**src/adc_cfg_pkg.sv**
```systemverilog
// Shared offsets, field layouts, reset values and encodings for the converter configuration block
package adc_cfg_pkg;

    // Register byte offsets
    localparam logic [7:0] OFS_SAMPLE_TIME_CHANNELS_LOW       = 8'h10;
    localparam logic [7:0] OFS_WATCHDOG_UPPER_LIMIT           = 8'h24;
    localparam logic [7:0] OFS_WATCHDOG_LOWER_LIMIT           = 8'h28;
    localparam logic [7:0] OFS_SEQUENCE_LENGTH_AND_LAST_SLOTS = 8'h2C;
    localparam logic [7:0] OFS_SEQUENCE_MIDDLE_SLOTS          = 8'h30;

    // Reset values
    localparam logic [31:0] RST_SAMPLE_TIME_CHANNELS_LOW       = 32'h0000_0000;
    localparam logic [31:0] RST_WATCHDOG_UPPER_LIMIT           = 32'h0000_0FFF;
    localparam logic [31:0] RST_WATCHDOG_LOWER_LIMIT           = 32'h0000_0000;
    localparam logic [31:0] RST_SEQUENCE_LENGTH_AND_LAST_SLOTS = 32'h0000_0000;
    localparam logic [31:0] RST_SEQUENCE_MIDDLE_SLOTS          = 32'h0000_0000;

    // Writable bits of each register; everything else is reserved and reads zero
    localparam logic [31:0] MASK_SAMPLE_TIME       = 32'h3FFF_FFFF;
    localparam logic [31:0] MASK_WATCHDOG_LIMIT    = 32'h0000_0FFF;
    localparam logic [31:0] MASK_LENGTH_LAST_SLOTS = 32'h00FF_FFFF;
    localparam logic [31:0] MASK_MIDDLE_SLOTS      = 32'h3FFF_FFFF;

    // Field layout
    localparam int SAMPLE_SEL_WIDTH   = 3;
    localparam int LOW_SAMPLE_CHANS   = 10;
    localparam int HIGH_SAMPLE_CHANS  = 8;
    localparam int NUM_CHANNELS       = 18;
    localparam int SLOT_WIDTH         = 5;
    localparam int NUM_SLOTS          = 16;
    localparam int LOW_SLOTS          = 6;
    localparam int MIDDLE_SLOTS       = 6;
    localparam int LAST_SLOTS         = 4;
    localparam int LIMIT_WIDTH        = 12;
    localparam int SEQ_LEN_LSB        = 20;
    localparam int SEQ_LEN_WIDTH      = 4;
    localparam logic [4:0] MAX_CHANNEL = 5'h11;

    // Sampling duration in half converter-clock cycles, indexed by selector code
    localparam int HALF_CYCLE_WIDTH = 10;
    localparam logic [9:0] SAMPLE_HALF_CYCLES [8] = '{
        10'h003, 10'h00F, 10'h01B, 10'h039, 10'h053, 10'h06F, 10'h08F, 10'h1DF
    };

endpackage

```
**src/adc_slot_sequencer.sv**
```systemverilog
// Walks the conversion slots in order and hands each channel to the converter core
`timescale 1ns/100ps
module adc_slot_sequencer
    import adc_cfg_pkg::*;
(
    // Clock and synchronised reset
    input  wire logic                                       clk,
    input  wire logic                                       rst_n,
    // Configuration
    input  wire logic [NUM_SLOTS*SLOT_WIDTH-1:0]            slot_channels,
    input  wire logic [NUM_CHANNELS*SAMPLE_SEL_WIDTH-1:0]   chan_sample_sel,
    input  wire logic [SEQ_LEN_WIDTH-1:0]                   seq_len_minus_one,
    // Converter core handshake
    input  wire logic                                       seq_start,
    input  wire logic                                       conv_done,
    output logic                                            conv_req,
    output logic [SLOT_WIDTH-1:0]                           conv_channel,
    output logic [SAMPLE_SEL_WIDTH-1:0]                     conv_sample_sel,
    output logic [HALF_CYCLE_WIDTH-1:0]                     conv_sample_half_cycles,
    output logic                                            seq_busy,
    output logic                                            seq_end
);
    typedef enum logic [1:0] {ST_IDLE, ST_ISSUE, ST_WAIT} seq_state_e;

    seq_state_e                  state_reg, state_next;
    logic [3:0]                  slot_reg, slot_next;
    logic                        req_reg, req_next;
    logic                        end_reg, end_next;
    logic [SLOT_WIDTH-1:0]       chan_reg, chan_next;
    logic [SAMPLE_SEL_WIDTH-1:0] sel_reg, sel_next;
    logic [HALF_CYCLE_WIDTH-1:0] half_reg, half_next;
    logic                        busy_reg, busy_next;
    logic [SLOT_WIDTH-1:0]       cur_chan;
    logic [SAMPLE_SEL_WIDTH-1:0] cur_sel;
    logic                        last_slot;

    assign cur_chan  = slot_channels[slot_reg*SLOT_WIDTH +: SLOT_WIDTH];
    assign last_slot = (slot_reg == seq_len_minus_one);

    always_comb
    begin
        cur_sel = '0;
        if (cur_chan <= MAX_CHANNEL)
        begin
            cur_sel = chan_sample_sel[cur_chan*SAMPLE_SEL_WIDTH +: SAMPLE_SEL_WIDTH];
        end
    end

    always_comb
    begin
        state_next = state_reg;
        slot_next  = slot_reg;
        req_next   = 1'b0;
        end_next   = 1'b0;
        chan_next  = chan_reg;
        sel_next   = sel_reg;
        half_next  = half_reg;
        unique case (state_reg)
            ST_IDLE:
            begin
                if (seq_start)
                begin
                    slot_next  = '0;
                    state_next = ST_ISSUE;
                end
            end
            ST_ISSUE:
            begin
                // A slot naming no existing channel is skipped rather than stalling the sequence
                if (cur_chan <= MAX_CHANNEL)
                begin
                    req_next   = 1'b1;
                    chan_next  = cur_chan;
                    sel_next   = cur_sel;
                    // Decoded here so the duration leaves a flop together with its selector
                    half_next  = SAMPLE_HALF_CYCLES[cur_sel];
                    state_next = ST_WAIT;
                end
                else if (last_slot)
                begin
                    end_next   = 1'b1;
                    state_next = ST_IDLE;
                end
                else
                begin
                    slot_next = slot_reg + 4'h1;
                end
            end
            ST_WAIT:
            begin
                if (conv_done)
                begin
                    if (last_slot)
                    begin
                        end_next   = 1'b1;
                        state_next = ST_IDLE;
                    end
                    else
                    begin
                        slot_next  = slot_reg + 4'h1;
                        state_next = ST_ISSUE;
                    end
                end
            end
        endcase
        busy_next = (state_next != ST_IDLE);
    end

    always_ff @(posedge clk or negedge rst_n)
    begin
        if (!rst_n)
        begin
            state_reg <= ST_IDLE;
            slot_reg  <= '0;
            req_reg   <= 1'b0;
            end_reg   <= 1'b0;
            chan_reg  <= '0;
            sel_reg   <= '0;
            half_reg  <= '0;
            busy_reg  <= 1'b0;
        end
        else
        begin
            state_reg <= state_next;
            slot_reg  <= slot_next;
            req_reg   <= req_next;
            end_reg   <= end_next;
            chan_reg  <= chan_next;
            sel_reg   <= sel_next;
            half_reg  <= half_next;
            busy_reg  <= busy_next;
        end
    end

    assign conv_req                = req_reg;
    assign conv_channel            = chan_reg;
    assign conv_sample_sel         = sel_reg;
    assign conv_sample_half_cycles = half_reg;
    assign seq_busy                = busy_reg;
    assign seq_end                 = end_reg;
endmodule

```
**src/adc_sample_seq_watchdog_cfg.sv**
```systemverilog
// Sample-time, watchdog-limit and routine-sequence configuration registers of the converter
//
// Function
// - Three-bit sample selector per channel 0-9
// - Upper watchdog limit, 12 bits, resets all ones
// - Lower watchdog limit, 12 bits, resets zero
// - Length field plus one gives the number of slots walked
// - Slots 6-15 are 5-bit read-write fields
// - Slot field holds a 5-bit value 0-31; channels 0-17 are converted, 18-31 are skipped
`timescale 1ns/100ps
module adc_sample_seq_watchdog_cfg
    import adc_cfg_pkg::*;
(
    // Clock and reset
    input  wire logic                                               clk,
    input  wire logic                                               resetn,
    // Register access port
    input  wire logic [7:0]                                         reg_addr,
    input  wire logic                                               reg_wr,
    input  wire logic                                               reg_rd,
    input  wire logic                                               reg_word,
    input  wire logic [31:0]                                        reg_wdata,
    output logic [31:0]                                             reg_rdata,
    output logic                                                    reg_ack,
    output logic                                                    reg_err,
    // Configuration held outside this block
    input  wire logic [adc_cfg_pkg::LOW_SLOTS*adc_cfg_pkg::SLOT_WIDTH-1:0]               slot_low_channels,
    input  wire logic [adc_cfg_pkg::HIGH_SAMPLE_CHANS*adc_cfg_pkg::SAMPLE_SEL_WIDTH-1:0] high_sample_sel,
    // Configuration to the converter core
    output logic [adc_cfg_pkg::LOW_SAMPLE_CHANS*adc_cfg_pkg::SAMPLE_SEL_WIDTH-1:0]       chan_sample_sel,
    output logic [adc_cfg_pkg::LIMIT_WIDTH-1:0]                     watchdog_upper_limit_field,
    output logic [adc_cfg_pkg::LIMIT_WIDTH-1:0]                     watchdog_lower_limit_field,
    output logic [adc_cfg_pkg::SEQ_LEN_WIDTH-1:0]                   sequence_count_minus_one,
    // Conversion sequencing
    input  wire logic                                               seq_start,
    input  wire logic                                               conv_done,
    output logic                                                    conv_req,
    output logic [adc_cfg_pkg::SLOT_WIDTH-1:0]                      conv_channel,
    output logic [adc_cfg_pkg::SAMPLE_SEL_WIDTH-1:0]                conv_sample_sel,
    output logic [adc_cfg_pkg::HALF_CYCLE_WIDTH-1:0]                conv_sample_half_cycles,
    output logic                                                    seq_busy,
    output logic                                                    seq_end
);
    import adc_cfg_pkg::*;

    // Reset release synchroniser; assertion stays asynchronous
    logic        rst_meta_reg;
    logic        rst_sync_reg;

    always_ff @(posedge clk or negedge resetn)
    begin
        if (!resetn)
        begin
            rst_meta_reg <= 1'b0;
            rst_sync_reg <= 1'b0;
        end
        else
        begin
            rst_meta_reg <= 1'b1;
            rst_sync_reg <= rst_meta_reg;
        end
    end

    // Register state
    logic [31:0] sample_time_channels_low_reg,       sample_time_channels_low_next;
    logic [31:0] watchdog_upper_limit_reg,           watchdog_upper_limit_next;
    logic [31:0] watchdog_lower_limit_reg,           watchdog_lower_limit_next;
    logic [31:0] sequence_length_and_last_slots_reg, sequence_length_and_last_slots_next;
    logic [31:0] sequence_middle_slots_reg,          sequence_middle_slots_next;
    logic [31:0] rdata_reg,                          rdata_next;
    logic        ack_reg,                            ack_next;
    logic        err_reg,                            err_next;

    // Address decode
    logic        hit_sample;
    logic        hit_upper;
    logic        hit_lower;
    logic        hit_last;
    logic        hit_middle;
    logic        wr_ok;

    assign hit_sample = (reg_addr == OFS_SAMPLE_TIME_CHANNELS_LOW);
    assign hit_upper  = (reg_addr == OFS_WATCHDOG_UPPER_LIMIT);
    assign hit_lower  = (reg_addr == OFS_WATCHDOG_LOWER_LIMIT);
    assign hit_last   = (reg_addr == OFS_SEQUENCE_LENGTH_AND_LAST_SLOTS);
    assign hit_middle = (reg_addr == OFS_SEQUENCE_MIDDLE_SLOTS);

    // Narrow writes are dropped whole: a partial lane merge would corrupt neighbouring fields
    assign wr_ok = reg_wr && reg_word;

    always_comb
    begin
        sample_time_channels_low_next       = sample_time_channels_low_reg;
        watchdog_upper_limit_next           = watchdog_upper_limit_reg;
        watchdog_lower_limit_next           = watchdog_lower_limit_reg;
        sequence_length_and_last_slots_next = sequence_length_and_last_slots_reg;
        sequence_middle_slots_next          = sequence_middle_slots_reg;
        if (wr_ok && hit_sample)
        begin
            sample_time_channels_low_next = reg_wdata & MASK_SAMPLE_TIME;
        end
        if (wr_ok && hit_upper)
        begin
            watchdog_upper_limit_next = reg_wdata & MASK_WATCHDOG_LIMIT;
        end
        if (wr_ok && hit_lower)
        begin
            watchdog_lower_limit_next = reg_wdata & MASK_WATCHDOG_LIMIT;
        end
        if (wr_ok && hit_last)
        begin
            sequence_length_and_last_slots_next = reg_wdata & MASK_LENGTH_LAST_SLOTS;
        end
        if (wr_ok && hit_middle)
        begin
            sequence_middle_slots_next = reg_wdata & MASK_MIDDLE_SLOTS;
        end
    end

    // Read path; reserved bits are never stored so they read back as zero
    always_comb
    begin
        rdata_next = 32'h0000_0000;
        ack_next   = reg_wr || reg_rd;
        err_next   = (reg_wr || reg_rd) && !reg_word;
        if (reg_rd && reg_word)
        begin
            unique case (1'b1)
                hit_sample: rdata_next = sample_time_channels_low_reg;
                hit_upper:  rdata_next = watchdog_upper_limit_reg;
                hit_lower:  rdata_next = watchdog_lower_limit_reg;
                hit_last:   rdata_next = sequence_length_and_last_slots_reg;
                hit_middle: rdata_next = sequence_middle_slots_reg;
                default:    rdata_next = 32'h0000_0000;
            endcase
        end
    end

    always_ff @(posedge clk or negedge rst_sync_reg)
    begin
        if (!rst_sync_reg)
        begin
            sample_time_channels_low_reg       <= RST_SAMPLE_TIME_CHANNELS_LOW;
            watchdog_upper_limit_reg           <= RST_WATCHDOG_UPPER_LIMIT;
            watchdog_lower_limit_reg           <= RST_WATCHDOG_LOWER_LIMIT;
            sequence_length_and_last_slots_reg <= RST_SEQUENCE_LENGTH_AND_LAST_SLOTS;
            sequence_middle_slots_reg          <= RST_SEQUENCE_MIDDLE_SLOTS;
            rdata_reg                          <= 32'h0000_0000;
            ack_reg                            <= 1'b0;
            err_reg                            <= 1'b0;
        end
        else
        begin
            sample_time_channels_low_reg       <= sample_time_channels_low_next;
            watchdog_upper_limit_reg           <= watchdog_upper_limit_next;
            watchdog_lower_limit_reg           <= watchdog_lower_limit_next;
            sequence_length_and_last_slots_reg <= sequence_length_and_last_slots_next;
            sequence_middle_slots_reg          <= sequence_middle_slots_next;
            rdata_reg                          <= rdata_next;
            ack_reg                            <= ack_next;
            err_reg                            <= err_next;
        end
    end

    assign reg_rdata = rdata_reg;
    assign reg_ack   = ack_reg;
    assign reg_err   = err_reg;

    // Field views for the converter core, straight from the register flops
    assign chan_sample_sel            = sample_time_channels_low_reg[LOW_SAMPLE_CHANS*SAMPLE_SEL_WIDTH-1:0];
    assign watchdog_upper_limit_field = watchdog_upper_limit_reg[LIMIT_WIDTH-1:0];
    assign watchdog_lower_limit_field = watchdog_lower_limit_reg[LIMIT_WIDTH-1:0];
    assign sequence_count_minus_one   = sequence_length_and_last_slots_reg[SEQ_LEN_LSB +: SEQ_LEN_WIDTH];

    // Full slot and sample-time tables, lowest slot and channel in the low bits
    logic [NUM_SLOTS*SLOT_WIDTH-1:0]          all_slots;
    logic [NUM_CHANNELS*SAMPLE_SEL_WIDTH-1:0] all_sample_sel;

    assign all_slots = {
        sequence_length_and_last_slots_reg[LAST_SLOTS*SLOT_WIDTH-1:0],
        sequence_middle_slots_reg[MIDDLE_SLOTS*SLOT_WIDTH-1:0],
        slot_low_channels
    };
    assign all_sample_sel = {high_sample_sel, sample_time_channels_low_reg[LOW_SAMPLE_CHANS*SAMPLE_SEL_WIDTH-1:0]};

    // Settings are read live at each slot, so a write during a sequence affects later slots only
    adc_slot_sequencer u_sequencer
    (
        .clk                     (clk),
        .rst_n                   (rst_sync_reg),
        .slot_channels           (all_slots),
        .chan_sample_sel         (all_sample_sel),
        .seq_len_minus_one       (sequence_count_minus_one),
        .seq_start               (seq_start),
        .conv_done               (conv_done),
        .conv_req                (conv_req),
        .conv_channel            (conv_channel),
        .conv_sample_sel         (conv_sample_sel),
        .conv_sample_half_cycles (conv_sample_half_cycles),
        .seq_busy                (seq_busy),
        .seq_end                 (seq_end)
    );
endmodule

```
**config.mk**
```make
export PLATFORM = sky130hd
export DESIGN_NAME = adc_sample_seq_watchdog_cfg
export DESIGN_NICKNAME = d
export VERILOG_FILES = /design/src/adc_cfg_pkg.sv /design/src/adc_slot_sequencer.sv /design/src/adc_sample_seq_watchdog_cfg.sv
export SDC_FILE = /design/constraint.sdc
export NUM_CORES = 1
export LEC_CHECK = 0
export BUFFER_PORTS_ARGS = -buffer_cell sky130_fd_sc_hd__buf_2
export CAP_MARGIN = 10
export CELL_PAD_IN_SITES_DETAIL_PLACEMENT = 1
export CELL_PAD_IN_SITES_GLOBAL_PLACEMENT = 1
export CORE_MARGIN = 2
export CORE_UTILIZATION = 42
export CTS_CLUSTER_DIAMETER = 30
export DETAILED_ROUTE_END_ITERATION = 8
export GPL_ROUTABILITY_DRIVEN = 0
export PLACE_DENSITY_LB_ADDON = 0.1
export SETUP_SLACK_MARGIN = 0.2
export SKIP_LAST_GASP = 1
export SLEW_MARGIN = 20
export SYNTH_ARGS = -nofsm -noshare
export SYNTH_HDL_FRONTEND = slang
export SYNTH_SLANG_ARGS = --single-unit
```
**constraint.sdc**
```tcl
create_clock -name clk -period 6.4 [get_ports clk]
set_input_delay 0.64 -clock clk [delete_from_list [all_inputs] [get_ports clk]]
set_output_delay 0.64 -clock clk [all_outputs]
set_load 0.02 [all_outputs]
```
=== Yosys cells after proc, flatten, opt, wreduce, memory -nomap -nowiden ===
Memory sizes are Yosys's and may differ from the RTL's. A register that Yosys moved wholly into a read port is not among the register bits.
Cells that the tools add are included.

* Memory bits (read-only): 80
* Register bits after elaboration: 161
* Memories kept: 1
* Input bits: 101

* Order comparisons: 1
* $mul: 2
* Add/subtract/negate cells: 1
* Shift operators: 2
* Reductions and logical operators: 15
* Muxes and demuxes: 20
* Equality and inequality tests: 11
* Bitwise logic cells: 1

{| class="wikitable"
|+ Memories
! memory !! depth !! width !! rd ports !! clocked after memory_dff !! write ports !! line !! source
|-
| (name not given) || 8 || 10 || 1 || 1 || 0 || adc_slot_sequencer.sv:76 || <nowiki>half_next = SAMPLE_HALF_CYCLES[cur_sel];</nowiki>
|}

{| class="wikitable"
|+ Operators with widths
! kind !! count
|-
| 30-bit one-hot mux with 5 select lines || 1
|-
| 80-bit by 8-bit indexed part select with 5-bit output || 1
|-
| 54-bit by 8-bit indexed part select with 3-bit output || 1
|-
| 8-bit by 6-bit == test with 1-bit output (second input constant) || 4
|-
| 32-bit 2-to-1 mux || 1
|-
| 4-bit 2-to-1 mux || 4
|-
| 4-bit one-hot mux with 3 select lines || 1
|-
| 8-bit by 5-bit == test with 1-bit output (second input constant) || 1
|-
| 1-bit logical AND || 8
|-
| 2-bit 2-to-1 mux || 4
|-
| 4-bit by 3-bit multiplier with 7-bit output (second input constant) || 1
|-
| 5-bit by 2-bit multiplier with 7-bit output (second input constant) || 1
|-
| 1-bit 2-to-1 mux || 6
|-
| 2-bit inequality test (second input constant) || 3
|-
| 2-bit one-hot mux with 3 select lines || 1
|-
| 5-bit less-or-equal comparator (second input constant) || 1
|-
| 4-bit by 1-bit adder with 4-bit output (second input constant) || 1
|-
| 4-bit == test || 1
|-
| 3-bit inverter with 4-bit output || 1
|-
| 3-bit 2-to-1 mux || 1
|-
| 3-bit AND reduction || 1
|-
| 2-bit by 1-bit == test with 1-bit output (second input constant) || 1
|-
| 2-bit == test (second input constant) || 1
|-
| 1-bit logical NOT || 2
|-
| 5 further kinds || 5
|}

=== Logic depth before layout (Yosys ltp) ===
* Depth after elaboration: 6
* Mapped depth: 15
* Depth with buffers taken out: 11

=== Cells and area by module ===
From an unflattened synthesis, not the netlist that was laid out.

* Cells, all modules: 698
* Area total of the unflattened synthesis: 8757.1 um^2

{| class="wikitable"
|+ By module, submodules not included
! module !! seq. area each (um^2) !! times used !! cells each !! area each (um^2)
|-
| adc_sample_seq_watchdog_cfg || 3568.4 || 1 || 444 || 6175.9
|-
| adc_slot_sequencer || 650.6 || 1 || 254 || 2581.2
|}

=== Least setup slack after synthesis ===
Ideal clock, no wire load.

* Path type: register -> register
* Start point: register u_sequencer.slot_reg[0]
* End point: register u_sequencer.half_reg[8] (netlist: u_sequencer.conv_sample_half_cycles[8])
* Path slack: 3121 ps
* Path buffers: 3
* Data arrival time: 3157 ps
* Data required time: 6278 ps
* Cell stages (with the launch flop): 14
* Cells stage by stage: dfrtp_1 buf_6 buf_12 buf_6 mux4_2 a22o_1 nor2_2 mux2i_1 a221oi_1 nor3b_1 nor3_1 inv_1 ha_1 a32o_1

* Word-level cells in the longest chain between the ends: 6
* Elaborated cells between the ends (all ways): 8

{| class="wikitable"
|+ RTL lines
! element !! line !! source
|-
| from (decl) || adc_slot_sequencer.sv:26 || <nowiki>logic [3:0] slot_reg, slot_next;</nowiki>
|-
| from (signal assigned) || adc_slot_sequencer.sv:125 || <nowiki>slot_reg <= slot_next;</nowiki>
|-
| 4-bit by 3-bit multiplier with 7-bit output (*) || adc_slot_sequencer.sv:37 || <nowiki>assign cur_chan = slot_channels[slot_reg*SLOT_WIDTH +: SLOT_WIDTH];</nowiki>
|-
| 80-bit by 8-bit indexed part select with 5-bit output (*) || adc_slot_sequencer.sv:37 ||
|-
| 5-bit by 2-bit multiplier with 7-bit output || adc_slot_sequencer.sv:45 || <nowiki>cur_sel = chan_sample_sel[cur_chan*SAMPLE_SEL_WIDTH +: SAMPLE_SEL_WIDTH];</nowiki>
|-
| 54-bit by 8-bit indexed part select with 3-bit output || adc_slot_sequencer.sv:45 ||
|-
| 3-bit 2-to-1 mux (*) || adc_slot_sequencer.sv:43 || <nowiki>if (cur_chan <= MAX_CHANNEL)</nowiki>
|-
| net u_sequencer.cur_sel[0] || adc_slot_sequencer.sv:34 || <nowiki>logic [SAMPLE_SEL_WIDTH-1:0] cur_sel;</nowiki>
|-
| 3-bit inverter with 4-bit output (implied by the code) (*) || adc_slot_sequencer.sv:76 ||
|-
| to (decl) || adc_slot_sequencer.sv:31 || <nowiki>logic [HALF_CYCLE_WIDTH-1:0] half_reg, half_next;</nowiki>
|}

The timed path passes the listed nets; every way through them passes the cells marked *.
A chain may end at the register's enable or synchronous reset.

=== Worst setup path in the final report ===
Same ends and word-level chain as after synthesis.

==> flow_metrics.tcl <==
set metrics [dict create \
    status "finished, final reports clean" \
    cts_tree "yes" \
    numClockSinks 168 \
    synth_top_family_by_area "multiplexers" \
    place_area_um2 9510 \
    grt_overflow 0 \
    setup_tns_ns 0 \
    powerDensity_nw_per_um2 302 \
    cts_buffers 17 \
    reg2reg_slack_ns 1.96 \
    synth_top_area_share_pct 46.9 \
    drv_slew 0 \
    synth_ff_type "dfrtp_1" \
    synth_edf_count 0 \
    clock.fmax_mhz 225 \
    dieArea_um2 20900 \
    route.detailed.drc 0 \
    io_pins 214 \
    startpoint_type "register" \
    vias_per_cell 5.76 \
    port_buffers 208 \
    synth_xor_area_share_pct 0.421 \
    grt_max_degree 82 \
    yosys-top-cells-area "dfrtp_1 47%, mux2_2 17%, mux4_2 4.9%" \
    wl_per_cell_um 24.2 \
    drive_gt1_share_pct 48.9 \
    post_cts_resized 0 \
    n_antenna_cell 0 \
    htree_levels 4 \
    hold_path.class "reg -> async" \
    root_buffer "clkbuf_16" \
    synth_compound_area_share_pct 12.2 \
    core-area_um2 19500 \
    seqCellArea_um2 4220 \
    drt-pass1-iter-count 6 \
    die_w_um 145 \
    p_leak_nw 4.97 \
    ys_types 67 \
    cp_max_fo 14 \
    crit_arrival_ns 4.76 \
    hold_viol 0 \
    dp.cells 1088 \
    syn_inst 654 \
    multi_input_area_um2 3790 \
    worstSetupPathType "reg -> reg" \
    yosysTopAreaCell "dfrtp_1" \
    drt_iter0_drc 416 \
    stdcell_area_um2 10100 \
    worstMarginPinSlew_ns 1.01 \
    setup_violations 0 \
    first_global_vias 6937 \
    yosysWarnings 0 \
    nFillCells 2088 \
    drv_cap 0 \
    grt_first_pass_wirelength_mm 41.0 \
    finalNetCount 953 \
    utilization_pct 52.0 \
    ctsLongestPathBuffers 2 \
    clk_pin_slew_ns 0.07 \
    start_util_pct 42.7 \
    routed_wl_mm 27.1 \
    post-route-min-period_ns 4.44 \
    fin_skew_ns 0.00988 \
    rows 51 \
    crit_required_ns 6.72 \
    muxShareOfSynthArea_pct 23.6 \
    timing.slew.headroom_pct 32.4 \
    area_growth_pct 21.7 \
    dp_hpwl_mm 19.7 \
    postSynthAreaPerCell_um2 12.7 \
    antenna_found_initial 0 \
    die_y_um 145 \
    vias 6462 \
    grtUsageTotal_pct 26.7 \
    synth_adder_area_share_pct 1.35 \
    rsz0062_at_grt "false" \
    synth_simple_gate_area_share_pct 7.90 \
    syn_area_um2 8320 \
    synth_seq_area_share_pct 50.7 \
    period_share_pct 69.3 \
    ys_ff_latch 168 \
    antenna_left 0 \
    clk_latency_ns 0.43 \
    peakVddDrop_v 0.000174 \
    endpoint_kind "register" \
    async_flop_share_pct 100 \
    finalNonFillerCells 1121 \
]
==> cell usage after synthesis, types with 2 or more instances <==
cell type and number:
nand4_1 6, dfrtp_1 156, or4_1 2, nand2b_1 2, a32o_1 4, nor4_1 2
buf_4 7, mux4_1 5, o21ai_0 19, and3b_1 2, xnor2_1 4, clkbuf_1 30
dfstp_2 12, nor2b_1 5, inv_1 11, a21oi_1 20, or2_1 2, mux2_2 122
buf_2 3, conb_1 2, and2_1 3, a211oi_2 2, o21ai_1 5, nor2_1 27
a222oi_1 12, and3_1 13, mux2i_1 5, nand3_1 21, a2111oi_4 3, buf_6 4
a21o_1 2, or2_2 2, a22oi_1 31, nand2_1 37, ha_1 9, o31ai_1 2
buf_1 7, mux4_2 18, a2111oi_0 3, a22o_1 5
==> layout make-up <==
cell class | count | area share (%)
Multi-Input combinational cell | 425 | 37.5
Clock buffer | 18 | 4.34
Inverter | 11 | 0.408
Sequential cell | 168 | 41.7
Tap cell | 265 | 3.28
Timing Repair Buffer | 220 | 11.2
Clock inverter | 14 | 1.56
==> power breakdown <==
| part | total [mW] | internal (mW) | switching (mW) |
|---|---|---|---|
| sequential | 1.22 | 1.14 | 0.0767 |
| clock | 1.06 | 0.595 | 0.464 |
| combinational | 0.785 | 0.294 | 0.491 |
| total | 3.06 | 2.03 | 1.03 |
==> cells in the final DEF, fill, tap and decap left out, types with 5 or more instances in the layout <==
master | netlist | final
nand4_1 | 6 | 6
a222oi_1 | 12 | 12
o21ai_0 | 19 | 19
inv_1 | 11 | 11
dfrtp_1 | 156 | 155
buf_2 | 3 | 208
nand2_1 | 37 | 37
mux4_2 | 18 | 18
mux2_2 | 122 | 122
and3_1 | 13 | 13
inv_6 | 0 | 6
nand3_1 | 21 | 21
mux4_1 | 5 | 5
a21oi_1 | 20 | 20
buf_4 | 7 | 10
ha_1 | 9 | 9
nor2b_1 | 5 | 5
dfstp_2 | 12 | 12
mux2i_1 | 5 | 5
a22oi_1 | 31 | 31
clkbuf_16 | 0 | 17
a22o_1 | 5 | 5
o21ai_1 | 5 | 5
nor2_1 | 27 | 27
==> metrics by stage <==
stage / worst slack (ns) / hold slack, ns / total power, mW
after floorplan: 1.39 / 0.331 / 1.77
after global placement: 2.03 / 0.168 / 1.98
after detailed placement: 2.01 / 0.172 / 2.02
after CTS: 1.99 / 0.179 / 3.08
after global routing: 1.63 / 0.191 / 3.21
final: 1.96 / 0.175 / 3.06
==> worst max-delay path, stage by stage (launching register included) <==
cell	delay [ns]
dfrtp_1	0.83
buf_4	0.40
mux4_2	0.60
mux4_2	0.68
a211oi_2	0.31
a221oi_1	0.14
nor3b_1	0.19
nor3_1	0.50
inv_1	0.17
ha_1	0.25
a32o_1	0.25
==> layer usage <==
metal	up-vias	part of all wire, %	GRT usage [%]
li1	2837	-	-
met1	3334	41	33.5
met2	242	52	46.6
met3	49	5.4	5.50
met4	0	2.3	8.33
met5	-	0	0
==> cell families after synthesis <==
kind of cell	count (synthesis)
compound gates	126
xor+xnor	4
fa+ha+maj	9
buf+inv	63
flops	168
mux	150
other cells	2
simple gates	132
==> final timing paths <==
| kind | to | start | cells past startpoint |
|---|---|---|---|
| min in group clk | rst_sync_reg | rst_meta_reg | 0 |
| max in group asynchronous | u_sequencer.state_reg[0] | rst_sync_reg | 1 |
| worst min-delay path | sample_time_channels_low_reg[15] | rst_sync_reg | 0 |
| worst max-delay path | u_sequencer.conv_sample_half_cycles[8] | u_sequencer.slot_reg[0] | 10 |
| worst max register to register | u_sequencer.conv_sample_half_cycles[8] | u_sequencer.slot_reg[0] | 10 |
| worst min register to register | sample_time_channels_low_reg[15] | rst_sync_reg | 0 |
==> timing repair <==
action / 4_1_cts / 5_1_grt
endpoints found under the hold margin: 2 / 0
hold buffers: 1 / 0
setup buffers: 0 / 0
(Power assumes the default switching activity.)
